File: config.mk
export PLATFORM = sky130hd
export DESIGN_NAME = eicpin_top
export DESIGN_NICKNAME = d
export VERILOG_FILES = /design/src/eicpin_pkg.sv /design/src/eicpin_det_if.sv /design/src/eicpin_sync.sv /design/src/eicpin_sense.sv /design/src/eicpin_top.sv
export SDC_FILE = /design/constraint.sdc
export NUM_CORES = 1
export LEC_CHECK = 0
export ABC_CLOCK_PERIOD_IN_PS = 1700
export BUFFER_PORTS_ARGS = -buffer_cell sky130_fd_sc_hd__buf_2
export CORE_ASPECT_RATIO = 1.5
export CORE_UTILIZATION = 40
export CTS_BUF_LIST = sky130_fd_sc_hd__clkbuf_16
export DETAILED_ROUTE_END_ITERATION = 7
export SYNTH_ARGS = -nofsm -noshare
export SYNTH_HDL_FRONTEND = slang
export SYNTH_SLANG_ARGS = --single-unit
export TNS_END_PERCENT = 100
File: constraint.sdc
create_clock -name i_sys_clk -period 1.7 [get_ports i_sys_clk]
set_clock_uncertainty 0.2 [all_clocks]
set_input_delay 0.085 -clock i_sys_clk [delete_from_list [all_inputs] [get_ports i_sys_clk]]
set_output_delay 0.085 -clock i_sys_clk [all_outputs]
set_load 0.01 [all_outputs]
File: src/eicpin_pkg.sv
// Constants, types and register map of the pin interrupt flag block
// How it works
// - Line trigger sets its external flag
// - Line request needs flag (low pin in low level mode), enable, global enable
// - Vector acknowledge clears matching flag
// - Writing one clears flag, zero keeps
// - Low level sensing holds flag at zero
// - Sleep clamps disabled lines 3..0 low
// - Group 2 unmasked change requests group2 vector
// - Group 1 unmasked change requests group1 vector
// - Group 0 unmasked change requests group0 vector
// - Any enabled pin change sets group flag
// - Group request needs flag, enable, global enable
// - Mask bit enables change detection per pin
// - Mask bits map in order onto pins
// - Line enables gate requests, pins as outputs
// - Sense select: low, change, fall, rise
package eicpin_pkg;
   typedef logic [7:0] eicpin_byte_t;
   typedef logic [3:0] eicpin_vidx_t;
   // -----------------------------------------
   // Register offsets
   // -----------------------------------------
   localparam eicpin_byte_t ADDR_EXT_FLAG = 8'h3c;
   localparam eicpin_byte_t ADDR_EXT_EN = 8'h3d;
   localparam eicpin_byte_t ADDR_SENSE_LO = 8'h69;
   localparam eicpin_byte_t ADDR_SENSE_HI = 8'h6a;
   localparam eicpin_byte_t ADDR_MASK0 = 8'h6b;
   localparam eicpin_byte_t ADDR_MASK1 = 8'h6c;
   localparam eicpin_byte_t ADDR_MASK2 = 8'h6d;
   localparam eicpin_byte_t ADDR_GRP_EN = 8'h70;
   localparam eicpin_byte_t ADDR_GRP_FLAG = 8'h71;
   // -----------------------------------------
   // Sizes, reset values, encodings
   // -----------------------------------------
   localparam int EXT_NUM = 8;
   localparam int GRP_NUM = 3;
   localparam int GRP_PINS = 8;
   localparam int CHG_NUM = 24;
   localparam int SLEEP_LINES = 4;
   localparam eicpin_byte_t REG_RESET = 8'h00;
   localparam logic [2:0] GRP_RESET = 3'h0;
   localparam logic [1:0] SENSE_LOW = 2'h0;
   localparam logic [1:0] SENSE_ANY = 2'h1;
   localparam logic [1:0] SENSE_FALL = 2'h2;
   localparam logic [1:0] SENSE_RISE = 2'h3;
   localparam eicpin_vidx_t VEC_GRP_BASE = 4'h8;
endpackage : eicpin_pkg

File: src/eicpin_det_if.sv
// Detection results passed from the sense stage to the flag logic
`timescale 1ns/1ps
interface eicpin_det_if;
   logic [7:0] trig;
   logic [7:0] level_mode;
   logic [7:0] pin_low;
   modport src (output trig, output level_mode, output pin_low);
   modport dst (input trig, input level_mode, input pin_low);
endinterface : eicpin_det_if

File: src/eicpin_sync.sv
// Two flip-flop synchroniser for pin inputs
`timescale 1ns/1ps
module eicpin_sync #(
   parameter int W = 32
) (
   input wire logic i_sys_clk,
   input wire logic i_rst_b,
   input wire logic [W-1:0] i_d,
   output logic [W-1:0] o_q
);
   logic [W-1:0] meta;
   logic [W-1:0] next_meta;
   logic [W-1:0] next_q;

   always_comb begin
      next_meta = i_d;
      next_q = meta;
   end

   always_ff @(posedge i_sys_clk or negedge i_rst_b) begin
      if (!i_rst_b) begin
         meta <= '0;
         o_q <= '0;
      end else begin
         meta <= next_meta;
         o_q <= next_q;
      end
   end
endmodule : eicpin_sync

File: src/eicpin_sense.sv
// Sense select decoding and edge detection for the external lines
`timescale 1ns/1ps
module eicpin_sense (
   input wire logic i_sys_clk,
   input wire logic i_rst_b,
   input wire logic [7:0] i_pins,
   input wire logic [15:0] i_sense,
   input wire logic [7:0] i_enables,
   input wire logic i_sleep,
   eicpin_det_if.src det
);
   import eicpin_pkg::*;
   logic [7:0] eff;
   logic [7:0] trig;
   logic [7:0] prev;
   logic [7:0] next_prev;

   for (genvar i = 0; i < EXT_NUM; i++) begin : g_line
      logic [1:0] sel;
      logic hit;
      assign sel = i_sense[2*i +: 2];
      if (i < SLEEP_LINES) begin : g_clamp
         assign eff[i] = i_pins[i] & ~(i_sleep & ~i_enables[i]);
      end else begin : g_open
         assign eff[i] = i_pins[i];
      end
      always_comb begin
         case (sel)
            SENSE_ANY: hit = eff[i] ^ prev[i];
            SENSE_FALL: hit = prev[i] & ~eff[i];
            SENSE_RISE: hit = eff[i] & ~prev[i];
            default: hit = 1'b0;
         endcase
      end
      assign trig[i] = hit;
      assign det.level_mode[i] = (sel == SENSE_LOW);
   end

   assign det.pin_low = ~eff;
   assign det.trig = trig;

   always_comb begin
      next_prev = eff;
   end

   always_ff @(posedge i_sys_clk or negedge i_rst_b) begin
      if (!i_rst_b) begin
         prev <= REG_RESET;
      end else begin
         prev <= next_prev;
      end
   end
endmodule : eicpin_sense

File: src/eicpin_top.sv
// External line and pin change interrupt flags with register port
//
// Added by the designer: the plain strobed port.
`timescale 1ns/1ps
module eicpin_top (
   input wire logic i_sys_clk,
   input wire logic i_rst_b,
   input wire eicpin_pkg::eicpin_byte_t i_addr,
   input wire eicpin_pkg::eicpin_byte_t i_wdata,
   input wire logic i_wr,
   input wire logic i_rd,
   output eicpin_pkg::eicpin_byte_t o_rdata,
   input wire logic [7:0] i_ext_pins,
   input wire logic [23:0] i_change_pins,
   input wire logic i_global_irq_en,
   input wire logic i_sleep,
   input wire logic i_vec_ack,
   input wire eicpin_pkg::eicpin_vidx_t i_vec_idx,
   output logic [7:0] o_ext_req,
   output logic [2:0] o_grp_req,
   output logic o_irq
);
   import eicpin_pkg::*;

   // -----------------------------------------
   // Declarations
   // -----------------------------------------
   eicpin_det_if det ();

   logic [31:0] pins_sync;
   logic [7:0] ext_sync;
   logic [23:0] chg_sync;
   logic [23:0] chg_prev;
   logic [23:0] next_chg_prev;
   logic [23:0] chg;
   logic [23:0] mask_all;
   logic [2:0] grp_set;
   logic [15:0] sense_all;

   eicpin_byte_t ext_line_enable_reg;
   eicpin_byte_t ext_line_flags;
   eicpin_byte_t sense_lo;
   eicpin_byte_t sense_hi;
   eicpin_byte_t group0_mask_reg;
   eicpin_byte_t group1_mask_reg;
   eicpin_byte_t group2_mask_reg;
   logic [2:0] group_enable_reg;
   logic [2:0] group_flags;

   eicpin_byte_t next_ext_en;
   eicpin_byte_t next_ext_flags;
   eicpin_byte_t next_sense_lo;
   eicpin_byte_t next_sense_hi;
   eicpin_byte_t next_mask0;
   eicpin_byte_t next_mask1;
   eicpin_byte_t next_mask2;
   logic [2:0] next_grp_en;
   logic [2:0] next_grp_flags;
   eicpin_byte_t next_rdata;

   eicpin_byte_t wclr_ext;
   logic [2:0] wclr_grp;
   logic [7:0] ack_ext;
   logic [2:0] ack_grp;

   // -----------------------------------------
   // Pin synchronisation and line sensing
   // -----------------------------------------
   eicpin_sync #(
      .W(EXT_NUM + CHG_NUM)
   ) u_sync (
      .i_sys_clk(i_sys_clk),
      .i_rst_b(i_rst_b),
      .i_d({i_change_pins, i_ext_pins}),
      .o_q(pins_sync)
   );

   assign ext_sync = pins_sync[7:0];
   assign chg_sync = pins_sync[31:8];
   assign sense_all = {sense_hi, sense_lo};

   eicpin_sense u_sense (
      .i_sys_clk(i_sys_clk),
      .i_rst_b(i_rst_b),
      .i_pins(ext_sync),
      .i_sense(sense_all),
      .i_enables(ext_line_enable_reg),
      .i_sleep(i_sleep),
      .det(det.src)
   );

   // -----------------------------------------
   // Pin change detection per group
   // -----------------------------------------
   assign mask_all = {group2_mask_reg, group1_mask_reg, group0_mask_reg};
   assign chg = chg_sync ^ chg_prev;

   for (genvar g = 0; g < GRP_NUM; g++) begin : g_grp
      assign grp_set[g] = |(chg[g*GRP_PINS +: GRP_PINS] & mask_all[g*GRP_PINS +: GRP_PINS]);
      assign ack_grp[g] = i_vec_ack && (i_vec_idx == VEC_GRP_BASE + 4'(g));

   end

   for (genvar e = 0; e < EXT_NUM; e++) begin : g_ext
      assign ack_ext[e] = i_vec_ack && (i_vec_idx == 4'(e));

   end

   always_comb begin
      next_chg_prev = chg_sync;
   end

   always_ff @(posedge i_sys_clk or negedge i_rst_b) begin
      if (!i_rst_b) begin
         chg_prev <= '0;
      end else begin
         chg_prev <= next_chg_prev;
      end
   end

   // -----------------------------------------
   // Register writes and flag updates
   // -----------------------------------------
   always_comb begin
      next_ext_en = ext_line_enable_reg;
      next_sense_lo = sense_lo;
      next_sense_hi = sense_hi;
      next_mask0 = group0_mask_reg;
      next_mask1 = group1_mask_reg;
      next_mask2 = group2_mask_reg;
      next_grp_en = group_enable_reg;
      wclr_ext = REG_RESET;
      wclr_grp = GRP_RESET;
      if (i_wr) begin
         case (i_addr)
            ADDR_EXT_EN: next_ext_en = i_wdata;
            ADDR_SENSE_LO: next_sense_lo = i_wdata;
            ADDR_SENSE_HI: next_sense_hi = i_wdata;
            ADDR_MASK0: next_mask0 = i_wdata;
            ADDR_MASK1: next_mask1 = i_wdata;
            ADDR_MASK2: next_mask2 = i_wdata;
            ADDR_GRP_EN: next_grp_en = i_wdata[2:0];
            ADDR_EXT_FLAG: wclr_ext = i_wdata;
            ADDR_GRP_FLAG: wclr_grp = i_wdata[2:0];
            default: ;
         endcase
      end
      // Setting wins over clearing in the same cycle
      next_ext_flags = (ext_line_flags & ~wclr_ext & ~ack_ext) | det.trig;
      next_ext_flags = next_ext_flags & ~det.level_mode;
      next_grp_flags = (group_flags & ~wclr_grp & ~ack_grp) | grp_set;
   end

   always_ff @(posedge i_sys_clk or negedge i_rst_b) begin
      if (!i_rst_b) begin
         ext_line_enable_reg <= REG_RESET;
         sense_lo <= REG_RESET;
         sense_hi <= REG_RESET;
         group0_mask_reg <= REG_RESET;
         group1_mask_reg <= REG_RESET;
         group2_mask_reg <= REG_RESET;
         group_enable_reg <= GRP_RESET;
         ext_line_flags <= REG_RESET;
         group_flags <= GRP_RESET;
      end else begin
         ext_line_enable_reg <= next_ext_en;
         sense_lo <= next_sense_lo;
         sense_hi <= next_sense_hi;
         group0_mask_reg <= next_mask0;
         group1_mask_reg <= next_mask1;
         group2_mask_reg <= next_mask2;
         group_enable_reg <= next_grp_en;
         ext_line_flags <= next_ext_flags;
         group_flags <= next_grp_flags;
      end
   end

   // -----------------------------------------
   // Register reads
   // -----------------------------------------
   always_comb begin
      next_rdata = REG_RESET;
      if (i_rd) begin
         case (i_addr)
            ADDR_EXT_FLAG: next_rdata = ext_line_flags;
            ADDR_EXT_EN: next_rdata = ext_line_enable_reg;
            ADDR_SENSE_LO: next_rdata = sense_lo;
            ADDR_SENSE_HI: next_rdata = sense_hi;
            ADDR_MASK0: next_rdata = group0_mask_reg;
            ADDR_MASK1: next_rdata = group1_mask_reg;
            ADDR_MASK2: next_rdata = group2_mask_reg;
            ADDR_GRP_EN: next_rdata = {5'h00, group_enable_reg};
            ADDR_GRP_FLAG: next_rdata = {5'h00, group_flags};
            default: next_rdata = REG_RESET;
         endcase
      end
   end

   always_ff @(posedge i_sys_clk or negedge i_rst_b) begin
      if (!i_rst_b) begin
         o_rdata <= REG_RESET;
      end else begin
         o_rdata <= next_rdata;
      end
   end

   // -----------------------------------------
   // Vector requests and interrupt line
   // -----------------------------------------
   always_comb begin
      o_ext_req = ext_line_enable_reg & {EXT_NUM{i_global_irq_en}}
         & ((ext_line_flags & ~det.level_mode) | (det.pin_low & det.level_mode));
      o_grp_req = group_flags & group_enable_reg & {GRP_NUM{i_global_irq_en}};
      o_irq = |{o_ext_req, o_grp_req};
   end
endmodule : eicpin_top

Yosys cells after proc, flatten, opt, wreduce, memory -nomap -nowiden:

Cells that the tools add are included.

* register bits after elaboration: 166
* bits in latches: 0
* RAM bits: 0
* memory bits (read-only): 0
* input port bits: 59
* output and inout port bits: 20
* logic and storage cells: 182
* memories kept: 0

* $add $sub $neg: 0
* multiply operators: 0
* divide/modulo/power cells: 0
* magnitude comparators: 0
* equality and inequality tests: 43
* shifts and indexed selects: 0
* mux-type cells: 14
* bitwise logic cells: 80
* reductions and logical operators: 31

Operator list (count)
* 8-bit bitwise AND: 10
* 8-bit one-hot mux with 9 select lines: 1
* 8-bit by 7-bit == test with 1-bit output (second input constant): 7
* 2-bit == test (second input constant): 16
* 8-bit inverter: 4
* 1-bit bitwise AND: 24
* 8-bit 2-to-1 mux: 3
* 1-bit inverter: 24
* 1-bit one-hot mux with 3 select lines: 8
* 8-bit OR reduction: 3
* 24-bit XOR: 1
* 2-bit by 1-bit == test with 1-bit output (second input constant): 8
* 4-bit by 3-bit == test with 1-bit output (second input constant): 4
* 8-bit by 6-bit == test with 1-bit output (second input constant): 2
* 2-bit logical NOT: 8
* 8-bit OR: 2
* 2-bit AND reduction: 7
* 3-bit bitwise AND: 4
* 4-bit == test (second input constant): 3
* 1-bit logical AND: 11
* 11-bit OR reduction: 1
* 4-bit by 2-bit == test with 1-bit output (second input constant): 2
* 1-bit XOR: 8
* 3-bit 2-to-1 mux: 2
* 4 further kinds: 5

Longest topological paths before layout:

* depth in word-level cells: 9
* gate-level depth with buffers: 7
* depth with buffers taken out: 7

By module:

A second synthesis with hierarchy kept.

* cells, all modules: 533
* area total of the unflattened synthesis: 6972.9 sq um

By module, submodules not included
* eicpin_top: times used 1, cells each 378, area each 4559.4 sq um, sequential area each 2352.3 sq um
* eicpin_sync: times used 1, cells each 64, area each 1601.5 sq um, sequential area each 1601.5 sq um
* eicpin_sense: times used 1, cells each 91, area each 812.0 sq um, sequential area each 200.2 sq um

Least setup slack after synthesis:

No wires, ideal clock.

* path type: reg2out
* from: reg sense_hi[5]
* to: out o_irq
* arrival: 1489 ps
* required time: 1415 ps
* path slack: -74 ps
* stages on the path, launching flop included: 6
* buffers on the path: 0
* cell sequence: dfrtp_1 > nor2_1 > mux2_2 > and3_1 > nor4_1 > nand3_1

* cells in the longest elaborated chain, start to end: 6
* elaborated cells on any way between the ends: 7
* classes of those cells: bitwise: 5; reduce/logical: 2

RTL lines
* start, declared: RTL line eicpin_top.sv:43 `eicpin_byte_t sense_hi;`
* start signal, assigned: RTL line eicpin_top.sv:168 `sense_hi <= next_sense_hi;`
* 2-bit logical NOT (*): RTL line eicpin_sense.sv:36 `assign det.level_mode[i] = (sel == SENSE_LOW);`
* 8-bit inverter: RTL line eicpin_top.sv:212 `& ((ext_line_flags & ~det.level_mode) | (det.pin_low & det.level_mode));`
* 8-bit bitwise AND: RTL line eicpin_top.sv:212
* 8-bit OR (*): RTL line eicpin_top.sv:212
* 8-bit bitwise AND (*): RTL line eicpin_top.sv:212
* via o_ext_req[6]: RTL line eicpin_top.sv:19 `output logic [7:0] o_ext_req,`
* 11-bit OR reduction (*): RTL line eicpin_top.sv:214 `o_irq = |{o_ext_req, o_grp_req};`
* end, declared: RTL line eicpin_top.sv:21 `output logic o_irq`

Mark *: on every way through the listed nets, which the timed path passes. The rest lies on a longest branch.

Worst setup path after layout:

* from: reg sense_hi[2]
* to: out o_irq

* cells in the longest elaborated chain, start to end: 6
* elaborated cells on any way between the ends: 7
* classes of those cells: bitwise: 5; reduce/logical: 2

RTL lines (RTL line)
* 2-bit logical NOT (*): eicpin_sense.sv:36
* 8-bit inverter: eicpin_top.sv:212
* 8-bit bitwise AND: eicpin_top.sv:212
* 8-bit OR (*): eicpin_top.sv:212
* 8-bit bitwise AND (*): eicpin_top.sv:212
* 11-bit OR reduction (*): eicpin_top.sv:214

Mark *: on every way between the ends. The rest lies on a longest branch, timed or not.

==> run metrics <==
Clk network pwr share 39.7%; cell with the most instances after synthesis dfrtp_1; critical path data arrival time 1.96 ns; register area share after synthesis 61.1%; Pleak 0.00447 uW; Compound-Gate Fraction of Synth Area 8.37%; Post-synth EDFFs 0; Pre-Repair DR Iteration Count 4; cell taking the most area after synthesis dfrtp_1; commonest cells in the synthesized netlist dfrtp_1, mux2_2, nor2_1; # setup viols final 8; Site Rows 58; Gate power share 11.0%; pre-CTS setup slack -0.165 ns; layout cells sized above 1 39.1%; Adder-Cell Fraction of Synth Area 2.94%; largest net degree at the start of global routing 50; FFs w/ async S/R, synth 100%; total track usage 21.8%; Tmin final 2.24 ns; Mapped Nets 593; final setup margin -0.545 ns; Starting DRT DRC Count 176; CP Capture Type primary output; register bit total from synthesis 166; largest registers u_sync.meta (32), u_sync.o_q (32), chg_prev (24); cell count after synthesis 518; die width 108 microns; via count 4871; sw power 2180 uW; Inserted Clock Buffers 17; # port buffers 78; R2R setup slack 0.06 ns; hold slack 0.0248 ns; leading register cell type out of synthesis dfrtp_1; Final Max Slew Viols 0; DR DRC count 0; HPWL Detailed 12800 microns; CTS sink count 166; Clock Pin Slew Worst Setup and Hold Paths 0.07 ns; mux contribution to synthesized area 13.0%; Yosys top cell area share 61.1%; Post-Synth XOR/XNOR Area 3.09%; startpoint types flop; Area after DPL 0.00801 sq mm; simple logic cell fraction of the synthesized area 9.44%; Area contributors post-synth dfrtp_1, mux2_2, xor2_1, ha_1, mux2i_1; latest clock arrival within the worst-skew pair 0.43 ns; Netlist Area Pre-Place 0.00680 sq mm; actual slew at the worst max-slew pin 0.407 ns; worst path bufs/invs 1; Area Overhead vs Synth 37.4%; number of global-route vias before repair 5190; Crit Path Class flop to primary output; Post-DRT Antenna Nets 0; post-synthesis cell type count 45; CP max stage cell dfrtp_1; Max VDD drop 0.000633 V; core area 0.0167 sq mm; Crit path max-delay family simple AND/OR/NAND/NOR gates; RSZ-0062 raised after global routing true; Switching Fraction 25.0%; drt total wl 17600 microns; main combinational cell family by area after synthesis multiplexers; Post-Syn Area per Cell 13.1 sq um; sequential share of power 49.3%; Layout Cells excl Fill 960; I/O pin cnt 79; DIE HEIGHT 162 microns; maxcap violations 0; CP Cell Sequence nor2_4 -> mux2_4 -> and3_4 -> nor4_2 -> nand3_1 -> buf_2; Clock Path Buffers 2; GP Congestion 0.899; CTS tree yes; antenna violations before repair 1; Worst Path Required 1.41 ns; Clock Root Buffer clkbuf_16; Vias/cell 5.07; grt ovf 0; outcome finished, violations left; H-tree lvl count 4; endpoints failing hold 0; PwrDens 931 mW/mm^2; highest cell delay on the worst timing path 0.41 ns; first-pass GRT wire length 27800 microns; Ys Warns 0; internal power 6520 uW; Fill cells 1427; largest fanout on the critical path 2; Finished Cell Area 0.00935 sq mm; part of the cycle the worst path needs 132%; failing checks negative setup slack; maximum clock rate 446 MHz; wire per inst 18.3 microns; worst min path class primary input to flop; Final Net Count 811; Placed Cells 859; Final Power 8700 uW; die area 0.0175 sq mm; initial core utilization 40.8%; Worst slew margin 72.1%
## path summary, 6_finish.rpt
check,start,endpoint,depth (start not counted)
worst max-delay path,sense_hi[2],o_irq,6
worst min-delay path,i_addr[5],o_rdata[1],5
worst max register to register,sense_lo[2],o_rdata[2],6
worst min register to register,u_sync.meta[17],u_sync.o_q[17],0
max in group asynchronous,i_rst_b,group1_mask_reg[4],4
min in group asynchronous,i_rst_b,ext_line_enable_reg[0],3
## worst register-to-register path, stage by stage, from the launching register on
cell     delay, ns
dfrtp_1       0.42
buf_6         0.14
mux2_4        0.27
a22oi_2       0.18
o32ai_2       0.10
a21oi_1       0.13
nor2_1        0.08
## power groups by stage
stage	clock network (uW)	registers [uW]	logic, uW
2_1_floorplan	0	4320	363
3_3_place_gp	0	4340	767
3_5_place_dp	0	4350	787
4_1_cts	3570	4280	925
5_1_grt	3720	4300	1050
6_report	3460	4290	954
## cell type report
cell class	count	area, sq um	share of cell area [%]
timing repair buffer	211	1650	17.6
clock buffer	17	425	4.55
inverter	18	67.6	0.723
multi-input combinational	322	2680	28.6
clock inverter	15	106	1.14
antenna	1	2.50	0.0268
sequential	166	4160	44.5
tap	210	263	2.81
## layer usage
metal	vias to the layer above	wire length, microns	global-route usage (%)
met5	-	0	0
met3	30	771	4.41
met4	0	430	8.42
met1	2438	6750	25.0
li1	2276	-	-
met2	127	9670	39.0
## per-stage QoR
step	util, %	setup TNS (ns)
2_1_floorplan	-	-0.0199
4_1_cts	55.3	-1.87
5_1_grt	56.0	-2.17
3_5_place_dp	48.0	-5.33
6_report	56.0	-1.61
3_3_place_gp	48.0	-4.82
## placed cells by master, fill, tap and decap left out, types with 16 or more instances in the layout
| cell | n |
|---|---|
| a21oi_1 | 26 |
| mux2i_1 | 17 |
| buf_2 | 71 |
| buf_4 | 76 |
| clkbuf_16 | 17 |
| mux2_2 | 49 |
| dfrtp_1 | 165 |
| dlygate4sd3_1 | 47 |
| nor2_1 | 21 |
| inv_1 | 20 |
| ha_1 | 16 |
| nand2_1 | 17 |
| xor2_1 | 24 |
## repair_timing
item / 4_1_cts / 5_1_grt
pin swaps: 15 / 12
endpoints found under the hold margin: 267 / 0
hold buffers: 47 / 0
resized for setup: 25 / 22
endpoints found under the setup margin: 9 / 19
setup buffers: 15 / 9
## cells by family (layout without fill, tap and decap cells)
kind of cell / count (synthesis) / in the layout
simple gates: 116 / 116
xor+xnor: 24 / 24
other cells: 0 / 1
flops: 166 / 166
compound gates: 88 / 88
fa+ha+maj: 16 / 16
mux: 78 / 78
buf+inv: 30 / 261
(Power assumes the default switching activity.)
